==> config.mk <==
export PLATFORM = sky130hd
export DESIGN_NAME = iclf_top
export DESIGN_NICKNAME = d
export VERILOG_FILES = /design/src/iclf_queue.v /design/src/iclf_top.v
export VERILOG_INCLUDE_DIRS = /design/src
export SDC_FILE = /design/constraint.sdc
export NUM_CORES = 1
export LEC_CHECK = 0
export BUFFER_PORTS_ARGS = -buffer_cell sky130_fd_sc_hd__buf_4
export CAP_MARGIN = 20
export CORE_ASPECT_RATIO = 0.75
export CORE_UTILIZATION = 50
export CTS_BUF_LIST = sky130_fd_sc_hd__clkbuf_4 sky130_fd_sc_hd__clkbuf_8 sky130_fd_sc_hd__clkbuf_16
export CTS_CLUSTER_DIAMETER = 150
export DETAILED_ROUTE_END_ITERATION = 10
export GPL_TIMING_DRIVEN = 0
export PLACE_DENSITY = 0.7
export SLEW_MARGIN = 15
export SYNTH_ARGS = -nofsm -noshare
export SYNTH_HDL_FRONTEND = slang
export SYNTH_HIERARCHICAL = 1
export SYNTH_SLANG_ARGS = --single-unit
==> constraint.sdc <==
create_clock -name core_clk -period 6.5 [get_ports core_clk]
set_input_delay 0.975 -clock core_clk [delete_from_list [all_inputs] [get_ports core_clk]]
set_output_delay 0.975 -clock core_clk [all_outputs]
set_load 0.01 [all_outputs]
==> src/iclf_consts.vh <==
`ifndef ICLF_CONSTS_VH
`define ICLF_CONSTS_VH
// Register byte offsets.
`define ICLF_OFS_DIV 8'h04
`define ICLF_OFS_IRQ 8'h08
`define ICLF_OFS_ADDR 8'h0C
`define ICLF_OFS_TX 8'h10
`define ICLF_OFS_RX 8'h14
`define ICLF_OFS_CMD 8'h18
`define ICLF_OFS_QCTL 8'h1C
`define ICLF_OFS_QSTAT 8'h20
`define ICLF_OFS_CNT 8'h24
`define ICLF_OFS_REM 8'h28
// Command register fields.
`define ICLF_CMD_RUN 15
`define ICLF_CMD_TDIR 12
`define ICLF_CMD_ROLE 11
`define ICLF_CMD_STOP 10
`define ICLF_CMD_FNACK 9
`define ICLF_CMD_DATA 8
`define ICLF_CMD_SUB_HI 7
`define ICLF_CMD_SUB_LO 5
`define ICLF_CMD_RSTART 4
`define ICLF_CMD_LEAD_HI 3
`define ICLF_CMD_LEAD_LO 1
`define ICLF_CMD_START 0
`define ICLF_CMD_MASK 16'h9FFF
// Queue control fields.
`define ICLF_QC_TXCLR 2
`define ICLF_QC_RXCLR 1
`define ICLF_QC_NSKIP 0
// Queue status fields.
`define ICLF_QS_TXLVL_LO 12
`define ICLF_QS_RXLVL_LO 8
`define ICLF_QS_TDIR 6
`define ICLF_QS_TXFULL 5
`define ICLF_QS_TXEMPTY 4
`define ICLF_QS_RXFULL 3
`define ICLF_QS_RXEMPTY 2
`define ICLF_QS_NACK 1
`define ICLF_QS_DONE 0
// Own address field and pending flag.
`define ICLF_ADDR_LO 1
`define ICLF_IRQ_PEND 0
// Reset values.
`define ICLF_RST_CMD 16'h0000
`define ICLF_RST_BYTE 8'h00
`define ICLF_RST_ADDR 7'h00
// Queue geometry.
`define ICLF_Q_DEPTH 4'h8
// Serial clock timing: reference and core rates in MHz.
`define ICLF_REF_MHZ 16'h0018
`define ICLF_CORE_MHZ 16'h0028
`define ICLF_SCL_DIV 16'h0010
`define ICLF_QTR_PER_BIT 16'h0004
`define ICLF_QTR_SCALE (`ICLF_CORE_MHZ * `ICLF_SCL_DIV / `ICLF_QTR_PER_BIT)
`endif

==> src/iclf_queue.v <==
`timescale 1ns/1ps
`include "iclf_consts.vh"
module iclf_queue (
  // Clock and reset.
  input wire clk,
  input wire rst,
  input wire clr,
  // Fill side.
  input wire push,
  input wire [7:0] pushData,
  // Drain side.
  input wire pop,
  output wire [7:0] popData,
  // Fill state.
  output wire [3:0] level,
  output wire full,
  output wire empty
);
  reg [7:0] mem [0:7];
  reg [2:0] wrPtr_q;
  reg [2:0] rdPtr_q;
  reg [3:0] count_q;
  wire doPush;
  wire doPop;

  // A push when full and a pop when empty are dropped.
  assign doPush = push & ~full;
  assign doPop = pop & ~empty;
  assign full = (count_q == `ICLF_Q_DEPTH);
  assign empty = (count_q == 4'h0);
  assign level = count_q;
  assign popData = empty ? 8'h00 : mem[rdPtr_q];

  // Storage is written without reset; only pointers need a value.
  always @(posedge clk) begin
    if (doPush) begin
      mem[wrPtr_q] <= pushData;
    end
  end

  // Pointers and fill count; clear empties the queue in one cycle.
  always @(posedge clk) begin
    if (rst || clr) begin
      wrPtr_q <= 3'h0;
      rdPtr_q <= 3'h0;
      count_q <= 4'h0;
    end else begin
      if (doPush) begin
        wrPtr_q <= wrPtr_q + 3'h1;
      end
      if (doPop) begin
        rdPtr_q <= rdPtr_q + 3'h1;
      end
      if (doPush && !doPop) begin
        count_q <= count_q + 4'h1;
      end else if (doPop && !doPush) begin
        count_q <= count_q - 4'h1;
      end
    end
  end
endmodule // iclf_queue

==> src/iclf_top.v <==
// Function
// - Own seven-bit address sits in bits 7:1, compared in target role only.
// - First queued byte of an address phase holds target address and direction.
// - Write-only transmit port pushes into an eight by eight byte queue.
// - Read-only receive port pops received bytes, oldest first.
// - Command bit 15 starts the programmed list; zero leaves it idle.
// - Command bit 11 picks target role at 0, controller role at 1.
// - Command bit 12 picks expected direction, used in target role only.
// - Bit 0 adds a start condition, bit 10 a closing stop.
// - Bits 3:1 give zero to seven first-phase address bytes.
// - Bit 4 adds a repeated start after the first address phase.
// - Bits 7:5 give zero to seven second-phase address bytes.
// - Bit 8 adds a data phase sized by the byte count register.
// - Bit 9 makes the last read byte answered with NACK.
// - Queue clear bits empty their queue and fall back by themselves.
// - Unless skipped, a write NACK flags an error and halts the list.
// - Queue status shows fill levels, full and empty flags, empties reset high.
// - Status bit 6 shows remote direction in target role.
// - NACK error flag is set by hardware, cleared by writing one.
// - Done flag reads one while no list runs, also after reset.
// - Writable byte count, read-only count of bytes still to move.
// - Serial clock is 24 MHz over sixteen times the divisor.
// - Pending flag set on completion, stop or lost arbitration; write one clears.
`timescale 1ns/1ps
`include "iclf_consts.vh"
module iclf_top (
  // Clock and reset.
  input wire core_clk,
  input wire rst,
  // APB slave.
  input wire psel,
  input wire penable,
  input wire pwrite,
  input wire [31:0] paddr,
  input wire [31:0] pwdata,
  output wire [31:0] prdata,
  output wire pready,
  output wire pslverr,
  // Two-wire bus pins.
  input wire sclIn,
  output wire sclOut,
  output wire sclOe,
  input wire sdaIn,
  output wire sdaOut,
  output wire sdaOe
);
  // Sequencer states.
  localparam [3:0] ST_IDLE = 4'h0;
  localparam [3:0] ST_NEXT = 4'h1;
  localparam [3:0] ST_COND = 4'h2;
  localparam [3:0] ST_LOAD = 4'h3;
  localparam [3:0] ST_BIT = 4'h4;
  localparam [3:0] ST_END = 4'h5;
  localparam [3:0] ST_TWAIT = 4'h6;
  localparam [3:0] ST_TBIT = 4'h7;
  // List phases in their fixed order.
  localparam [2:0] PH_START = 3'h0;
  localparam [2:0] PH_ADDR1 = 3'h1;
  localparam [2:0] PH_RESTART = 3'h2;
  localparam [2:0] PH_ADDR2 = 3'h3;
  localparam [2:0] PH_DATA = 3'h4;
  localparam [2:0] PH_STOP = 3'h5;
  localparam [2:0] PH_END = 3'h6;
  // Bus condition kinds.
  localparam [1:0] K_START = 2'h0;
  localparam [1:0] K_RESTART = 2'h1;
  localparam [1:0] K_STOP = 2'h2;

  reg [15:0] cmd_q;
  reg nackSkip_q;
  reg txClr_q;
  reg rxClr_q;
  reg [6:0] ownAddr_q;
  reg [7:0] sclDiv_q;
  reg [7:0] byteTotal_q;
  reg [7:0] remain_q;
  reg nackErr_q;
  reg irqPend_q;
  reg [31:0] prdata_q;
  reg [31:0] rdMux;
  reg [3:0] st_q;
  reg [2:0] ph_q;
  reg [1:0] q_q;
  reg [3:0] bit_q;
  reg [7:0] sh_q;
  reg [2:0] addrLeft_q;
  reg addrFirst_q;
  reg isData_q;
  reg rdDir_q;
  reg [1:0] kind_q;
  reg ackNack_q;
  reg sclLow_q;
  reg sdaLow_q;
  reg tAddr_q;
  reg tDir_q;
  reg tTx_q;
  reg tQuiet_q;
  reg sclPrev_q;
  reg sdaPrev_q;
  reg [15:0] acc_q;
  reg txPop_q;
  reg rxPush_q;
  reg nackSet_q;
  wire [7:0] ofs;
  wire hit;
  wire wrEn;
  wire rdEn;
  wire [7:0] txHead;
  wire [7:0] rxHead;
  wire [3:0] txLevel;
  wire [3:0] rxLevel;
  wire txFull;
  wire txEmpty;
  wire rxFull;
  wire rxEmpty;
  wire [7:0] divEff;
  wire [15:0] qtrThr;
  wire [15:0] accSum;
  wire tick;
  wire rdMode;
  wire lastNack;
  wire startDet;
  wire stopDet;
  wire sclRise;
  wire sclFall;

  // True when the offset names a mapped, word-aligned register.
  function regHit;
    input [31:0] a;
    begin
      regHit = (a[31:8] == 24'h00_0000) && (a[1:0] == 2'h0) &&
        (a[7:0] >= `ICLF_OFS_DIV) && (a[7:0] <= `ICLF_OFS_REM);
    end
  endfunction

  // Line drive {sclLow, sdaLow} for each quarter of a bus condition.
  function [1:0] condWave;
    input [1:0] kind;
    input [1:0] qtr;
    begin
      case (kind)
        K_START: condWave = qtr[1] ? 2'b11 : 2'b01;
        K_RESTART: begin
          case (qtr)
            2'h0: condWave = 2'b10;
            2'h1: condWave = 2'b00;
            2'h2: condWave = 2'b01;
            default: condWave = 2'b11;
          endcase
        end
        default: condWave = (qtr == 2'h0) ? 2'b11 :
          ((qtr == 2'h1) ? 2'b01 : 2'b00);
      endcase
    end
  endfunction

  // Transmit and receive byte queues.
  iclf_queue txQueue (
    .clk(core_clk),
    .rst(rst),
    .clr(txClr_q),
    .push(wrEn && (ofs == `ICLF_OFS_TX)),
    .pushData(pwdata[7:0]),
    .pop(txPop_q),
    .popData(txHead),
    .level(txLevel),
    .full(txFull),
    .empty(txEmpty)
  );
  iclf_queue rxQueue (
    .clk(core_clk),
    .rst(rst),
    .clr(rxClr_q),
    .push(rxPush_q),
    .pushData(sh_q),
    .pop(rdEn && (ofs == `ICLF_OFS_RX)),
    .popData(rxHead),
    .level(rxLevel),
    .full(rxFull),
    .empty(rxEmpty)
  );

  // APB decode; the slave answers with no wait states.
  assign ofs = paddr[7:0];
  assign hit = regHit(paddr);
  assign wrEn = psel & penable & pwrite & hit;
  assign rdEn = psel & penable & ~pwrite & hit;
  assign pready = 1'b1;
  assign pslverr = psel & penable & ~hit;
  assign prdata = prdata_q;

  // Open-drain pins only ever pull low.
  assign sclOut = 1'b0;
  assign sdaOut = 1'b0;
  assign sclOe = sclLow_q;
  assign sdaOe = sdaLow_q;

  // Quarter-bit tick: 24 MHz reference scaled onto the 40 MHz core clock.
  assign divEff = (sclDiv_q == 8'h00) ? 8'h01 : sclDiv_q;
  assign qtrThr = {8'h00, divEff} * `ICLF_QTR_SCALE;
  assign accSum = acc_q + `ICLF_REF_MHZ;
  assign tick = (accSum >= qtrThr);

  // Byte direction and the final answer of a read.
  assign rdMode = isData_q & rdDir_q;
  assign lastNack = cmd_q[`ICLF_CMD_FNACK] && (remain_q == 8'h01);

  // Bus events seen from the sampled pins in target role.
  assign startDet = sclPrev_q & sclIn & sdaPrev_q & ~sdaIn;
  assign stopDet = sclPrev_q & sclIn & ~sdaPrev_q & sdaIn;
  assign sclRise = ~sclPrev_q & sclIn;
  assign sclFall = sclPrev_q & ~sclIn;

  // Read multiplexer; reserved bits read as zero.
  always @* begin
    rdMux = 32'h0000_0000;
    case (ofs)
      `ICLF_OFS_DIV: rdMux[7:0] = sclDiv_q;
      `ICLF_OFS_IRQ: rdMux[`ICLF_IRQ_PEND] = irqPend_q;
      `ICLF_OFS_ADDR: rdMux[7:`ICLF_ADDR_LO] = ownAddr_q;
      `ICLF_OFS_RX: rdMux[7:0] = rxHead;
      `ICLF_OFS_CMD: rdMux[15:0] = cmd_q;
      `ICLF_OFS_QCTL: rdMux[2:0] = {txClr_q, rxClr_q, nackSkip_q};
      `ICLF_OFS_QSTAT: begin
        rdMux[15:12] = txLevel;
        rdMux[11:8] = rxLevel;
        rdMux[`ICLF_QS_TDIR] = tDir_q;
        rdMux[`ICLF_QS_TXFULL] = txFull;
        rdMux[`ICLF_QS_TXEMPTY] = txEmpty;
        rdMux[`ICLF_QS_RXFULL] = rxFull;
        rdMux[`ICLF_QS_RXEMPTY] = rxEmpty;
        rdMux[`ICLF_QS_NACK] = nackErr_q;
        rdMux[`ICLF_QS_DONE] = (st_q == ST_IDLE);
      end
      `ICLF_OFS_CNT: rdMux[7:0] = byteTotal_q;
      `ICLF_OFS_REM: rdMux[7:0] = remain_q;
      default: rdMux = 32'h0000_0000;
    endcase
  end

  // Software registers; a hardware set wins over a same-cycle clear.
  always @(posedge core_clk) begin
    if (rst) begin
      cmd_q <= `ICLF_RST_CMD;
      nackSkip_q <= 1'b0;
      txClr_q <= 1'b0;
      rxClr_q <= 1'b0;
      ownAddr_q <= `ICLF_RST_ADDR;
      sclDiv_q <= `ICLF_RST_BYTE;
      byteTotal_q <= `ICLF_RST_BYTE;
      nackErr_q <= 1'b0;
      irqPend_q <= 1'b0;
      prdata_q <= 32'h0000_0000;
    end else begin
      if (psel && !penable) begin
        prdata_q <= rdMux;
      end
      txClr_q <= 1'b0;
      rxClr_q <= 1'b0;
      if (wrEn && (ofs == `ICLF_OFS_CMD)) begin
        cmd_q <= pwdata[15:0] & `ICLF_CMD_MASK;
      end else if (st_q == ST_END) begin
        cmd_q[`ICLF_CMD_RUN] <= 1'b0;
      end
      if (wrEn && (ofs == `ICLF_OFS_QCTL)) begin
        txClr_q <= pwdata[`ICLF_QC_TXCLR];
        rxClr_q <= pwdata[`ICLF_QC_RXCLR];
        nackSkip_q <= pwdata[`ICLF_QC_NSKIP];
      end
      if (wrEn && (ofs == `ICLF_OFS_ADDR)) begin
        ownAddr_q <= pwdata[7:`ICLF_ADDR_LO];
      end
      if (wrEn && (ofs == `ICLF_OFS_DIV)) begin
        sclDiv_q <= pwdata[7:0];
      end
      if (wrEn && (ofs == `ICLF_OFS_CNT)) begin
        byteTotal_q <= pwdata[7:0];
      end
      if (nackSet_q) begin
        nackErr_q <= 1'b1;
      end else if (wrEn && (ofs == `ICLF_OFS_QSTAT) &&
                   pwdata[`ICLF_QS_NACK]) begin
        nackErr_q <= 1'b0;
      end
      if (st_q == ST_END) begin
        irqPend_q <= 1'b1;
      end else if (wrEn && (ofs == `ICLF_OFS_IRQ) &&
                   pwdata[`ICLF_IRQ_PEND]) begin
        irqPend_q <= 1'b0;
      end
    end
  end

  // Command-list sequencer for both roles.
  always @(posedge core_clk) begin
    txPop_q <= 1'b0;
    rxPush_q <= 1'b0;
    nackSet_q <= 1'b0;
    sclPrev_q <= sclIn;
    sdaPrev_q <= sdaIn;
    if (rst) begin
      st_q <= ST_IDLE;
      ph_q <= PH_START;
      q_q <= 2'h0;
      bit_q <= 4'h0;
      sh_q <= 8'h00;
      addrLeft_q <= 3'h0;
      addrFirst_q <= 1'b0;
      isData_q <= 1'b0;
      rdDir_q <= 1'b0;
      kind_q <= K_START;
      ackNack_q <= 1'b0;
      sclLow_q <= 1'b0;
      sdaLow_q <= 1'b0;
      tAddr_q <= 1'b0;
      tDir_q <= 1'b0;
      tTx_q <= 1'b0;
      tQuiet_q <= 1'b0;
      remain_q <= 8'h00;
      acc_q <= 16'h0000;
    end else begin
      // The rate accumulator only runs while the controller shapes the bus.
      if ((st_q == ST_COND) || (st_q == ST_BIT)) begin
        acc_q <= tick ? (accSum - qtrThr) : accSum;
      end else begin
        acc_q <= 16'h0000;
      end
      case (st_q)
        ST_IDLE: begin
          if (cmd_q[`ICLF_CMD_RUN]) begin
            remain_q <= byteTotal_q;
            ph_q <= PH_START;
            rdDir_q <= 1'b0;
            st_q <= cmd_q[`ICLF_CMD_ROLE] ? ST_NEXT : ST_TWAIT;
          end
        end
        ST_NEXT: begin
          q_q <= 2'h0;
          case (ph_q)
            PH_START: begin
              ph_q <= PH_ADDR1;
              addrLeft_q <= cmd_q[3:1];
              addrFirst_q <= 1'b1;
              if (cmd_q[`ICLF_CMD_START]) begin
                kind_q <= K_START;
                st_q <= ST_COND;
              end
            end
            PH_RESTART: begin
              ph_q <= PH_ADDR2;
              addrLeft_q <= cmd_q[7:5];
              addrFirst_q <= 1'b1;
              if (cmd_q[`ICLF_CMD_RSTART]) begin
                kind_q <= K_RESTART;
                st_q <= ST_COND;
              end
            end
            PH_ADDR1, PH_ADDR2: begin
              isData_q <= 1'b0;
              if (addrLeft_q != 3'h0) begin
                st_q <= ST_LOAD;
              end else begin
                ph_q <= ph_q + 3'h1;
              end
            end
            PH_DATA: begin
              isData_q <= 1'b1;
              if (cmd_q[`ICLF_CMD_DATA] && (remain_q != 8'h00)) begin
                st_q <= ST_LOAD;
              end else begin
                ph_q <= PH_STOP;
              end
            end
            PH_STOP: begin
              ph_q <= PH_END;
              if (cmd_q[`ICLF_CMD_STOP]) begin
                kind_q <= K_STOP;
                st_q <= ST_COND;
              end
            end
            default: st_q <= ST_END;
          endcase
        end
        ST_COND: begin
          if (tick) begin
            {sclLow_q, sdaLow_q} <= condWave(kind_q, q_q);
            q_q <= q_q + 2'h1;
            if (q_q == 2'h3) begin
              st_q <= ST_NEXT;
            end
          end
        end
        ST_LOAD: begin
          bit_q <= 4'h0;
          if (rdMode) begin
            if (!rxFull) begin
              st_q <= ST_BIT;
            end
          end else if (!txEmpty) begin
            sh_q <= txHead;
            txPop_q <= 1'b1;
            st_q <= ST_BIT;
            if (addrFirst_q && !isData_q) begin
              rdDir_q <= txHead[0];
              addrFirst_q <= 1'b0;
            end
          end
        end
        ST_BIT: begin
          if (tick) begin
            case (q_q)
              2'h0: begin
                sclLow_q <= 1'b1;
                if (bit_q != 4'h8) begin
                  sdaLow_q <= ~rdMode & ~sh_q[7];
                end else begin
                  sdaLow_q <= rdMode & ~lastNack;
                end
                q_q <= 2'h1;
              end
              2'h1: begin
                sclLow_q <= 1'b0;
                q_q <= 2'h2;
              end
              2'h2: begin
                // Waits here while a target stretches the clock.
                if (sclIn) begin
                  q_q <= 2'h3;
                  if (bit_q == 4'h8) begin
                    ackNack_q <= sdaIn;
                  end else if (!rdMode && sh_q[7] && !sdaIn) begin
                    sclLow_q <= 1'b0;
                    sdaLow_q <= 1'b0;
                    st_q <= ST_END;
                  end else begin
                    sh_q <= {sh_q[6:0], sdaIn};
                  end
                end
              end
              default: begin
                sclLow_q <= 1'b1;
                q_q <= 2'h0;
                if (bit_q != 4'h8) begin
                  bit_q <= bit_q + 4'h1;
                end else begin
                  st_q <= ST_NEXT;
                  rxPush_q <= rdMode;
                  if (isData_q) begin
                    remain_q <= remain_q - 8'h01;
                  end else begin
                    addrLeft_q <= addrLeft_q - 3'h1;
                  end
                  if (!rdMode && ackNack_q && !nackSkip_q) begin
                    nackSet_q <= 1'b1;
                    ph_q <= PH_STOP;
                  end
                end
              end
            endcase
          end
        end
        ST_TWAIT: begin
          if (startDet) begin
            st_q <= ST_TBIT;
            bit_q <= 4'h0;
            tAddr_q <= 1'b1;
            tTx_q <= 1'b0;
            tQuiet_q <= 1'b0;
          end
        end
        ST_TBIT: begin
          if (stopDet) begin
            sdaLow_q <= 1'b0;
            st_q <= ST_END;
          end else if (startDet) begin
            bit_q <= 4'h0;
            tAddr_q <= 1'b1;
            tTx_q <= 1'b0;
            tQuiet_q <= 1'b0;
            sdaLow_q <= 1'b0;
          end else if (sclRise) begin
            if (bit_q != 4'h8) begin
              sh_q <= {sh_q[6:0], sdaIn};
            end else if (tTx_q && sdaIn) begin
              tQuiet_q <= 1'b1;
            end
          end else if (sclFall && !tQuiet_q) begin
            if (bit_q == 4'h7) begin
              bit_q <= 4'h8;
              if (tAddr_q) begin
                // Answer only our own address in the expected direction.
                if ((sh_q[7:1] == ownAddr_q) &&
                    (sh_q[0] == cmd_q[`ICLF_CMD_TDIR])) begin
                  sdaLow_q <= 1'b1;
                  tDir_q <= sh_q[0];
                  tTx_q <= sh_q[0];
                end else begin
                  st_q <= ST_TWAIT;
                end
              end else if (!tTx_q && !rxFull) begin
                sdaLow_q <= 1'b1;
                rxPush_q <= 1'b1;
                remain_q <= (remain_q == 8'h00) ? 8'h00 : remain_q - 8'h01;
              end else begin
                sdaLow_q <= 1'b0;
              end
            end else if (bit_q == 4'h8) begin
              bit_q <= 4'h0;
              tAddr_q <= 1'b0;
              sdaLow_q <= 1'b0;
              if (tTx_q) begin
                // An empty queue sends all ones.
                sh_q <= txEmpty ? 8'hFF : txHead;
                txPop_q <= ~txEmpty;
                sdaLow_q <= ~txEmpty & ~txHead[7];
                remain_q <= (remain_q == 8'h00) ? 8'h00 : remain_q - 8'h01;
              end
            end else begin
              bit_q <= bit_q + 4'h1;
              sdaLow_q <= tTx_q & ~sh_q[7];
            end
          end
        end
        ST_END: begin
          st_q <= ST_IDLE;
        end
        default: st_q <= ST_IDLE;
      endcase
    end
  end
endmodule // iclf_top

==> flow_summary_export.csv, run 1 <==
group,metric,value,unit
floorplanning,die_x,196,um
placement,place_ws,1720,ps
yosys,ys_warn_count,6,
critical_path,r2r_slack,1640,ps
critical_path,crit_start,"sclDiv_q[1]",
drt,ant_nets,0,
final_layout,synthToLayoutAreaGrowth,15.2,%
clocking,clk_pin_slew_worst_paths,70,ps
critical_path,required,6900,ps
yosys,synth_top_area_cell,"edfxtp_1",
final_layout,nFillCells,2311,
placement,placed_area,15200,um^2
sta,hold_ws,477,ps
floorplanning,pin_count,109,
final_layout,diodes,0,
critical_path,worst_setup_path_end_kind,"register",
yosys,synth-main-ff-cell,"dfxtp_1",
yosys,synth-async-reset-ratio,0,
floorplanning,rows,52,
global_route,grt_pass1_vias,10500,
yosys,synth_top_cell_area_share,0.273,
sta,slew_headroom,0.372,
clocking,clk_latency,560,ps
sta,finalMaxSlewViolations,0,
pwr,p_total,4.18,mW
drt,drt_iter0_markers,1106,
yosys,syn_inst,1358,
yosys,ys_ff_latch,273,
sta,finalCritPeriodShare,0.748,
critical_path,cp_max_fo,10,
final_layout,stdcell_count,1858,
clocking,post_cts_resized,0,
clocking,postCtsSetupBuffers,0,
sta,hold_viol_final,0,
pwr,p_per_area,258,nW/um^2
final_layout,fin_util,0.594,
sta,fin_skew,18.1,ps
final_layout,fin_area,16200,um^2
final_layout,final_nets,1606,
sta,setup_viol,0,
clocking,cts_root_buf,"clkbuf_16",
global_route,grt-ovfl-total,0,
global_route,antenna_found_initial,1,
outcome,status,"completed",
yosys,synth-seq-area-share,0.479,
final_layout,drive_gt1_frac,0.145,
yosys,syn_avg_cell_area,10.4,um^2
clocking,clockBufferDepth,3,
floorplanning,dieArea,28800,um^2
sta,tns,0,ps
placement,io_buffers,71,
floorplanning,core-area,27300,um^2
drt,via_count,11200,
sta,worst_slack,1640,ps
floorplanning,die_h,147,um
placement,place_congestion,0.964,
clocking,cts_tree,"done",
drt,first_pass_iters,8,
yosys,synth_edf_count,128,
sta,worstMarginPinSlew,935,ps
yosys,syn_area,14100,um^2
global_route,grt_pass1_wl,61100,um
drt,wl_per_cell,21.7,um
placement,hpwlAfterDp,29900,um
drt,routed_via_density,6.02,
critical_path,crit_path_start_kind,"register",
critical_path,worstPathArrival,5260,ps
pwr,ir_worst_vdd,0.000272,V
flow_run,maxCapViolCount,0,
sta,fmax,0.206,GHz
hold_path,min_from,"addrLeft_q[1]",
sta,rsz0062_at_grt,"no",
yosys,synthTopCellsByArea,"edfxtp_1 27%, dfxtp_1 21%, nor2_1 4.6%",
placement,dp_cells,1804,
drt,drt_wl_total,40300,um
clocking,cts-hold-fix-buffers,0,
clocking,cts_buffers,28,
hold_path,hp-class,"register to register",
global_route,grt_start_max_net_pins,16,
pwr,p_leak,5.97,nW
sta,period_needed,4860,ps
critical_path,reg2reg_from,"sclDiv_q[1]",
clocking,htree_levels,1,
drt,drcViolationCount,0,
yosys,ys_types,86,
clocking,clock-sinks,273,
floorplanning,start_util,0.515,
global_route,grt_usage,0.279,
critical_path,path_class,"register to register",
## worst paths after layout
path              endpoint  depth (start not counted)
max reg2reg    remain_q[4]                         18
max            remain_q[4]                         18
min reg2reg  addrLeft_q[1]                          2
min          addrLeft_q[1]                          2
## final cells by class
type,instances,area [um^2],share of cell area
multi-input combinational,979,6810,0.420
sequential,273,6750,0.416
clock buffer,32,801,0.0494
timing repair buffer,80,596,0.0367
buffer,87,478,0.0295
tap,351,439,0.0271
clock inverter,20,215,0.0133
inverter,36,135,0.00833
## flip-flops by register name, indices dropped and copies added (netlist names), 13 cells and up, named ones only
| register | cells |
|---|---|
| prdata | 16 |
| acc_q | 13 |
| txQueue/mem | 64 |
| rxQueue/mem | 64 |
| cmd_q | 14 |
## cells in the final DEF (no fill, tap or decap), types with 6 or more instances in the layout
cell type,instances
a21o_1,8
edfxtp_1,128
xnor2_1,23
and2_1,13
mux4_1,12
o21ai_1,8
clkbuf_16,32
a31oi_1,12
xor2_1,31
buf_4,100
inv_1,34
a21oi_1,93
buf_2,11
conb_1,19
nand3b_1,10
nand2_1,111
clkbuf_1,46
nor4_1,18
mux4_2,20
a222oi_1,6
ha_1,47
a211oi_1,11
nor2_1,171
o21ai_0,31
mux2i_1,61
o211ai_1,6
nor3_1,35
o21bai_1,6
nand2b_1,24
nand4_1,7
o221ai_1,7
and3_1,7
a221oi_1,9
a22oi_1,20
dfxtp_1,145
nor2b_1,11
nand3_1,42
## cells by family after synthesis
group,synth area share
buffers and inverters,0.0435
and+or+nand+nor,0.170
AOI/OAI and AO/OA,0.126
xor gates and xnor gates,0.0336
DFF,0.479
muxes,0.100
other,0.000533
adders and majority gates,0.0467
## synth_stat cells (5+ instances only)
library cell / instances
inv_1: 34
nand2b_1: 24
o221ai_1: 7
mux2i_1: 61
or2_2: 5
a21oi_1: 93
ha_1: 47
o22ai_1: 5
nor3_1: 38
edfxtp_1: 128
a222oi_1: 6
a221oi_1: 9
a31oi_1: 12
xnor2_1: 23
clkbuf_1: 46
buf_4: 22
nand2_1: 111
o21bai_1: 6
nor4_1: 20
or3_1: 5
xor2_1: 31
and3_1: 7
nor2_1: 171
o21ai_0: 31
o211ai_1: 6
buf_2: 11
dfxtp_1: 145
mux4_2: 20
nand3b_1: 10
nor2b_1: 11
o21ai_1: 8
a22oi_1: 20
a21o_1: 8
nor4b_1: 5
mux4_1: 12
nand3_1: 42
nor3b_1: 5
and2_1: 13
nand4_1: 7
a211oi_1: 11
## layer usage
metal,track usage,part of all wire,up-vias
met1,0.409,0.45,5393
li1,-,-,5229
met2,0.414,0.43,507
met5,0,0.00032,-
met4,0.0637,0.020,2
met3,0.0721,0.10,56
## where the power goes
part           switching, mW  internal, mW  total, mW
registers             0.0428          1.83       1.87
clock network          0.696          1.04       1.74
logic                  0.365         0.201      0.566
## critical path, cell delays in order (launching register included)
cell      delay [ps]
dfxtp_1          310
clkbuf_1         350
xor2_1           130
ha_1             260
fa_1             410
a21o_1           200
a21oi_1          220
o21bai_1          90
a21oi_1          170
xor2_1           160
ha_1             320
a21oi_1          190
or3b_1           380
o21bai_4         200
a311o_1          510
a21oi_2          280
buf_4            250
mux2i_1          200
nor2_1            60
(Power assumes the default switching activity.)
==> run 2, diff against run 1 <==
ABC_AREA = 1   (was not set)
PLACE_DENSITY = 0.73   (was 0.7)
clock period = 4.1 ns   (was 6.5 ns; I/O delays follow)
==> flow_summary_export.csv, run 2 <==
group,metric,value,unit
critical_path,cp.depth,22,
critical_path,cp_top_family,"simple AND/OR/NAND/NOR gates",
sta,worstMarginPinSlew,1070,ps
critical_path,max_stage_delay,470,ps
global_route,grt_pass1_vias,12100,
yosys,synth-main-ff-cell,"dfxtp_1",
drt,first_pass_iters,6,
pwr,p_leak,7.59,nW
drt,drcViolationCount,0,
floorplanning,die_x,201,um
final_layout,synthToLayoutAreaGrowth,14.4,%
sta,slew_headroom,0.284,
yosys,syn_area,14800,um^2
floorplanning,core-area,29100,um^2
yosys,synth_top_cell_area_share,0.259,
placement,io_buffers,71,
drt,wl_per_cell,17.5,um
critical_path,worstPathArrival,4230,ps
sta,hold_viol_final,0,
final_layout,most-common-layout-cells,"474 x nand2_1, 254 x nor2_1, 250 x inv_1, 141 x dfxtp_1, 139 x o21ai_0",
global_route,grt_usage,0.284,
global_route,grt_start_max_net_pins,15,
critical_path,r2r_slack,330,ps
yosys,synth_common_cells,"477 x nand2_1, 258 x nor2_1, 250 x inv_1",
sta,fmax,0.265,GHz
yosys,synth_top_area_cell,"edfxtp_1",
critical_path,reg2reg_from,"sclDiv_q[4]",
floorplanning,die_h,151,um
critical_path,slowest_stage,"fa_1",
critical_path,timing.critical_path.mode_cell,"nand2_1",
final_layout,layout_commonest_cell,"nand2_1",
yosys,syn_avg_cell_area,7.63,um^2
yosys,synth-async-reset-ratio,0,
sta,worst_slack,329,ps
placement,place_ws,-193,ps
sta,fin_skew,22.2,ps
critical_path,required,4560,ps
final_layout,final_nets,2185,
clocking,cts_tree,"done",
sta,finalMaxSlewViolations,0,
critical_path,worstPathBufferInverterCount,3,
pwr,p_total,5.71,mW
critical_path,path_class,"register to register",
final_layout,drive_gt1_frac,0.109,
yosys,ys_warn_count,6,
yosys,yosysMostFrequentCell,"nand2_1",
clocking,clk_latency,570,ps
drt,drt_wl_total,43500,um
clocking,clk_pin_slew_worst_paths,70,ps
critical_path,r2r_cells,22,
yosys,syn_inst,1944,
sta,setup_viol,0,
yosys,ys_types,52,
global_route,grt-ovfl-total,0,
global_route,grt_pass1_wl,66300,um
outcome,status,"completed",
final_layout,fin_util,0.582,
hold_path,hp-class,"primary input to register",
drt,via_count,13300,
drt,drt_iter0_markers,1429,
clocking,cts-hold-fix-buffers,0,
yosys,synth-seq-area-share,0.455,
placement,hpwlAfterDp,32600,um
yosys,ys_ff_latch,273,
floorplanning,pin_count,109,
critical_path,worst_setup_path_end_kind,"register",
hold_path,hold_path_depth,1,
pwr,p_per_area,337,nW/um^2
global_route,antenna_found_initial,3,
floorplanning,start_util,0.509,
hold_path,min_from,"sdaIn",
flow_run,maxCapViolCount,0,
drt,routed_via_density,5.38,
clocking,cts_buffers,28,
critical_path,cp_max_fo,10,
critical_path,crit_chain,"clkbuf_1, ha_1, fa_1, nand3_1, nand2_1, nand2_1, nand2_1, a21oi_1, xor2_1, ha_1, nand2_1, nor2_2, nand2_1, nor3_1, nand3_1, nand2_1, inv_1, nand3_4, nand2_2, buf_4, o21ai_0, a21oi_1",
clocking,clock-sinks,273,
critical_path,crit_start,"sclDiv_q[4]",
clocking,cts_root_buf,"clkbuf_16",
yosys,synthTopCellsByArea,"edfxtp_1 26%, dfxtp_1 20%, nand2_1 12%",
sta,tns,0,ps
floorplanning,dieArea,30400,um^2
critical_path,crit_path_start_kind,"register",
sta,period_needed,3770,ps
sta,finalCritPeriodShare,0.920,
floorplanning,rows,54,
clocking,htree_levels,1,
drt,ant_nets,0,
pwr,ir_worst_vdd,0.000305,V
placement,place_congestion,0.985,
yosys,synth_edf_count,128,
sta,rsz0062_at_grt,"yes",
clocking,clockBufferDepth,3,
-- run 2: metal layers --
| layer | track usage | vias to the layer above | part of all wire |
|---|---|---|---|
| li1 | - | 6526 | - |
| met4 | 0.0740 | 2 | 0.024 |
| met2 | 0.422 | 652 | 0.41 |
| met5 | 0 | - | 0.00030 |
| met3 | 0.0697 | 81 | 0.12 |
| met1 | 0.413 | 6083 | 0.45 |
-- run 2: final cells by class --
cell class                      count  area [um^2]
Inverter                          260          988
Tap cell                          392          490
Multi-Input combinational cell   1347         6670
Antenna cell                        1         2.50
Sequential cell                   273         6750
Buffer                             81          542
Clock inverter                     23          254
Timing Repair Buffer               73          548
Clock buffer                       29          708
Fill cell                        2686        12200
-- run 2: cells by family (layout without fill, tap and decap cells) --
kind of cell	Yosys count	in the layout	share of synthesized area
adder cells (fa/ha/maj)	50	50	0.0437
flip-flops	273	273	0.455
buffers and inverters	341	466	0.103
XOR/XNOR	39	39	0.0230
other	2	20	0.000507
AND/OR/NAND/NOR	934	934	0.262
AO/OA/AOI/OAI	304	304	0.112
multiplexers	1	1	0.000675
-- run 2: repair_timing --
action	in CTS	in global routing
resized for setup	1	23
pin swaps	1	4
setup endpoints to repair	26	47
buffers inserted	0	2
-- run 2: stage by stage --
step,std cells,hold slack (ps),instance area (um^2)
final,2479,207,17000
after global routing,2478,190,17000
after CTS,2476,183,16900
after detailed placement,2424,438,15900
after global placement,2424,431,15900
after floorplan,1961,415,14900
-- run 2: path summary, 6_finish.rpt --
path                  to
max reg2reg  remain_q[6]
min            sdaPrev_q
min reg2reg    nackErr_q
max          remain_q[6]
-- run 2: report_power, final --
| part | leakage (nW) | total [mW] | internal (mW) | switching [mW] |
|---|---|---|---|---|
| clock | 0.467 | 2.67 | 1.57 | 1.10 |
| sequential | 2.43 | 2.85 | 2.84 | 0.00492 |
| combinational | 4.69 | 0.186 | 0.0690 | 0.117 |
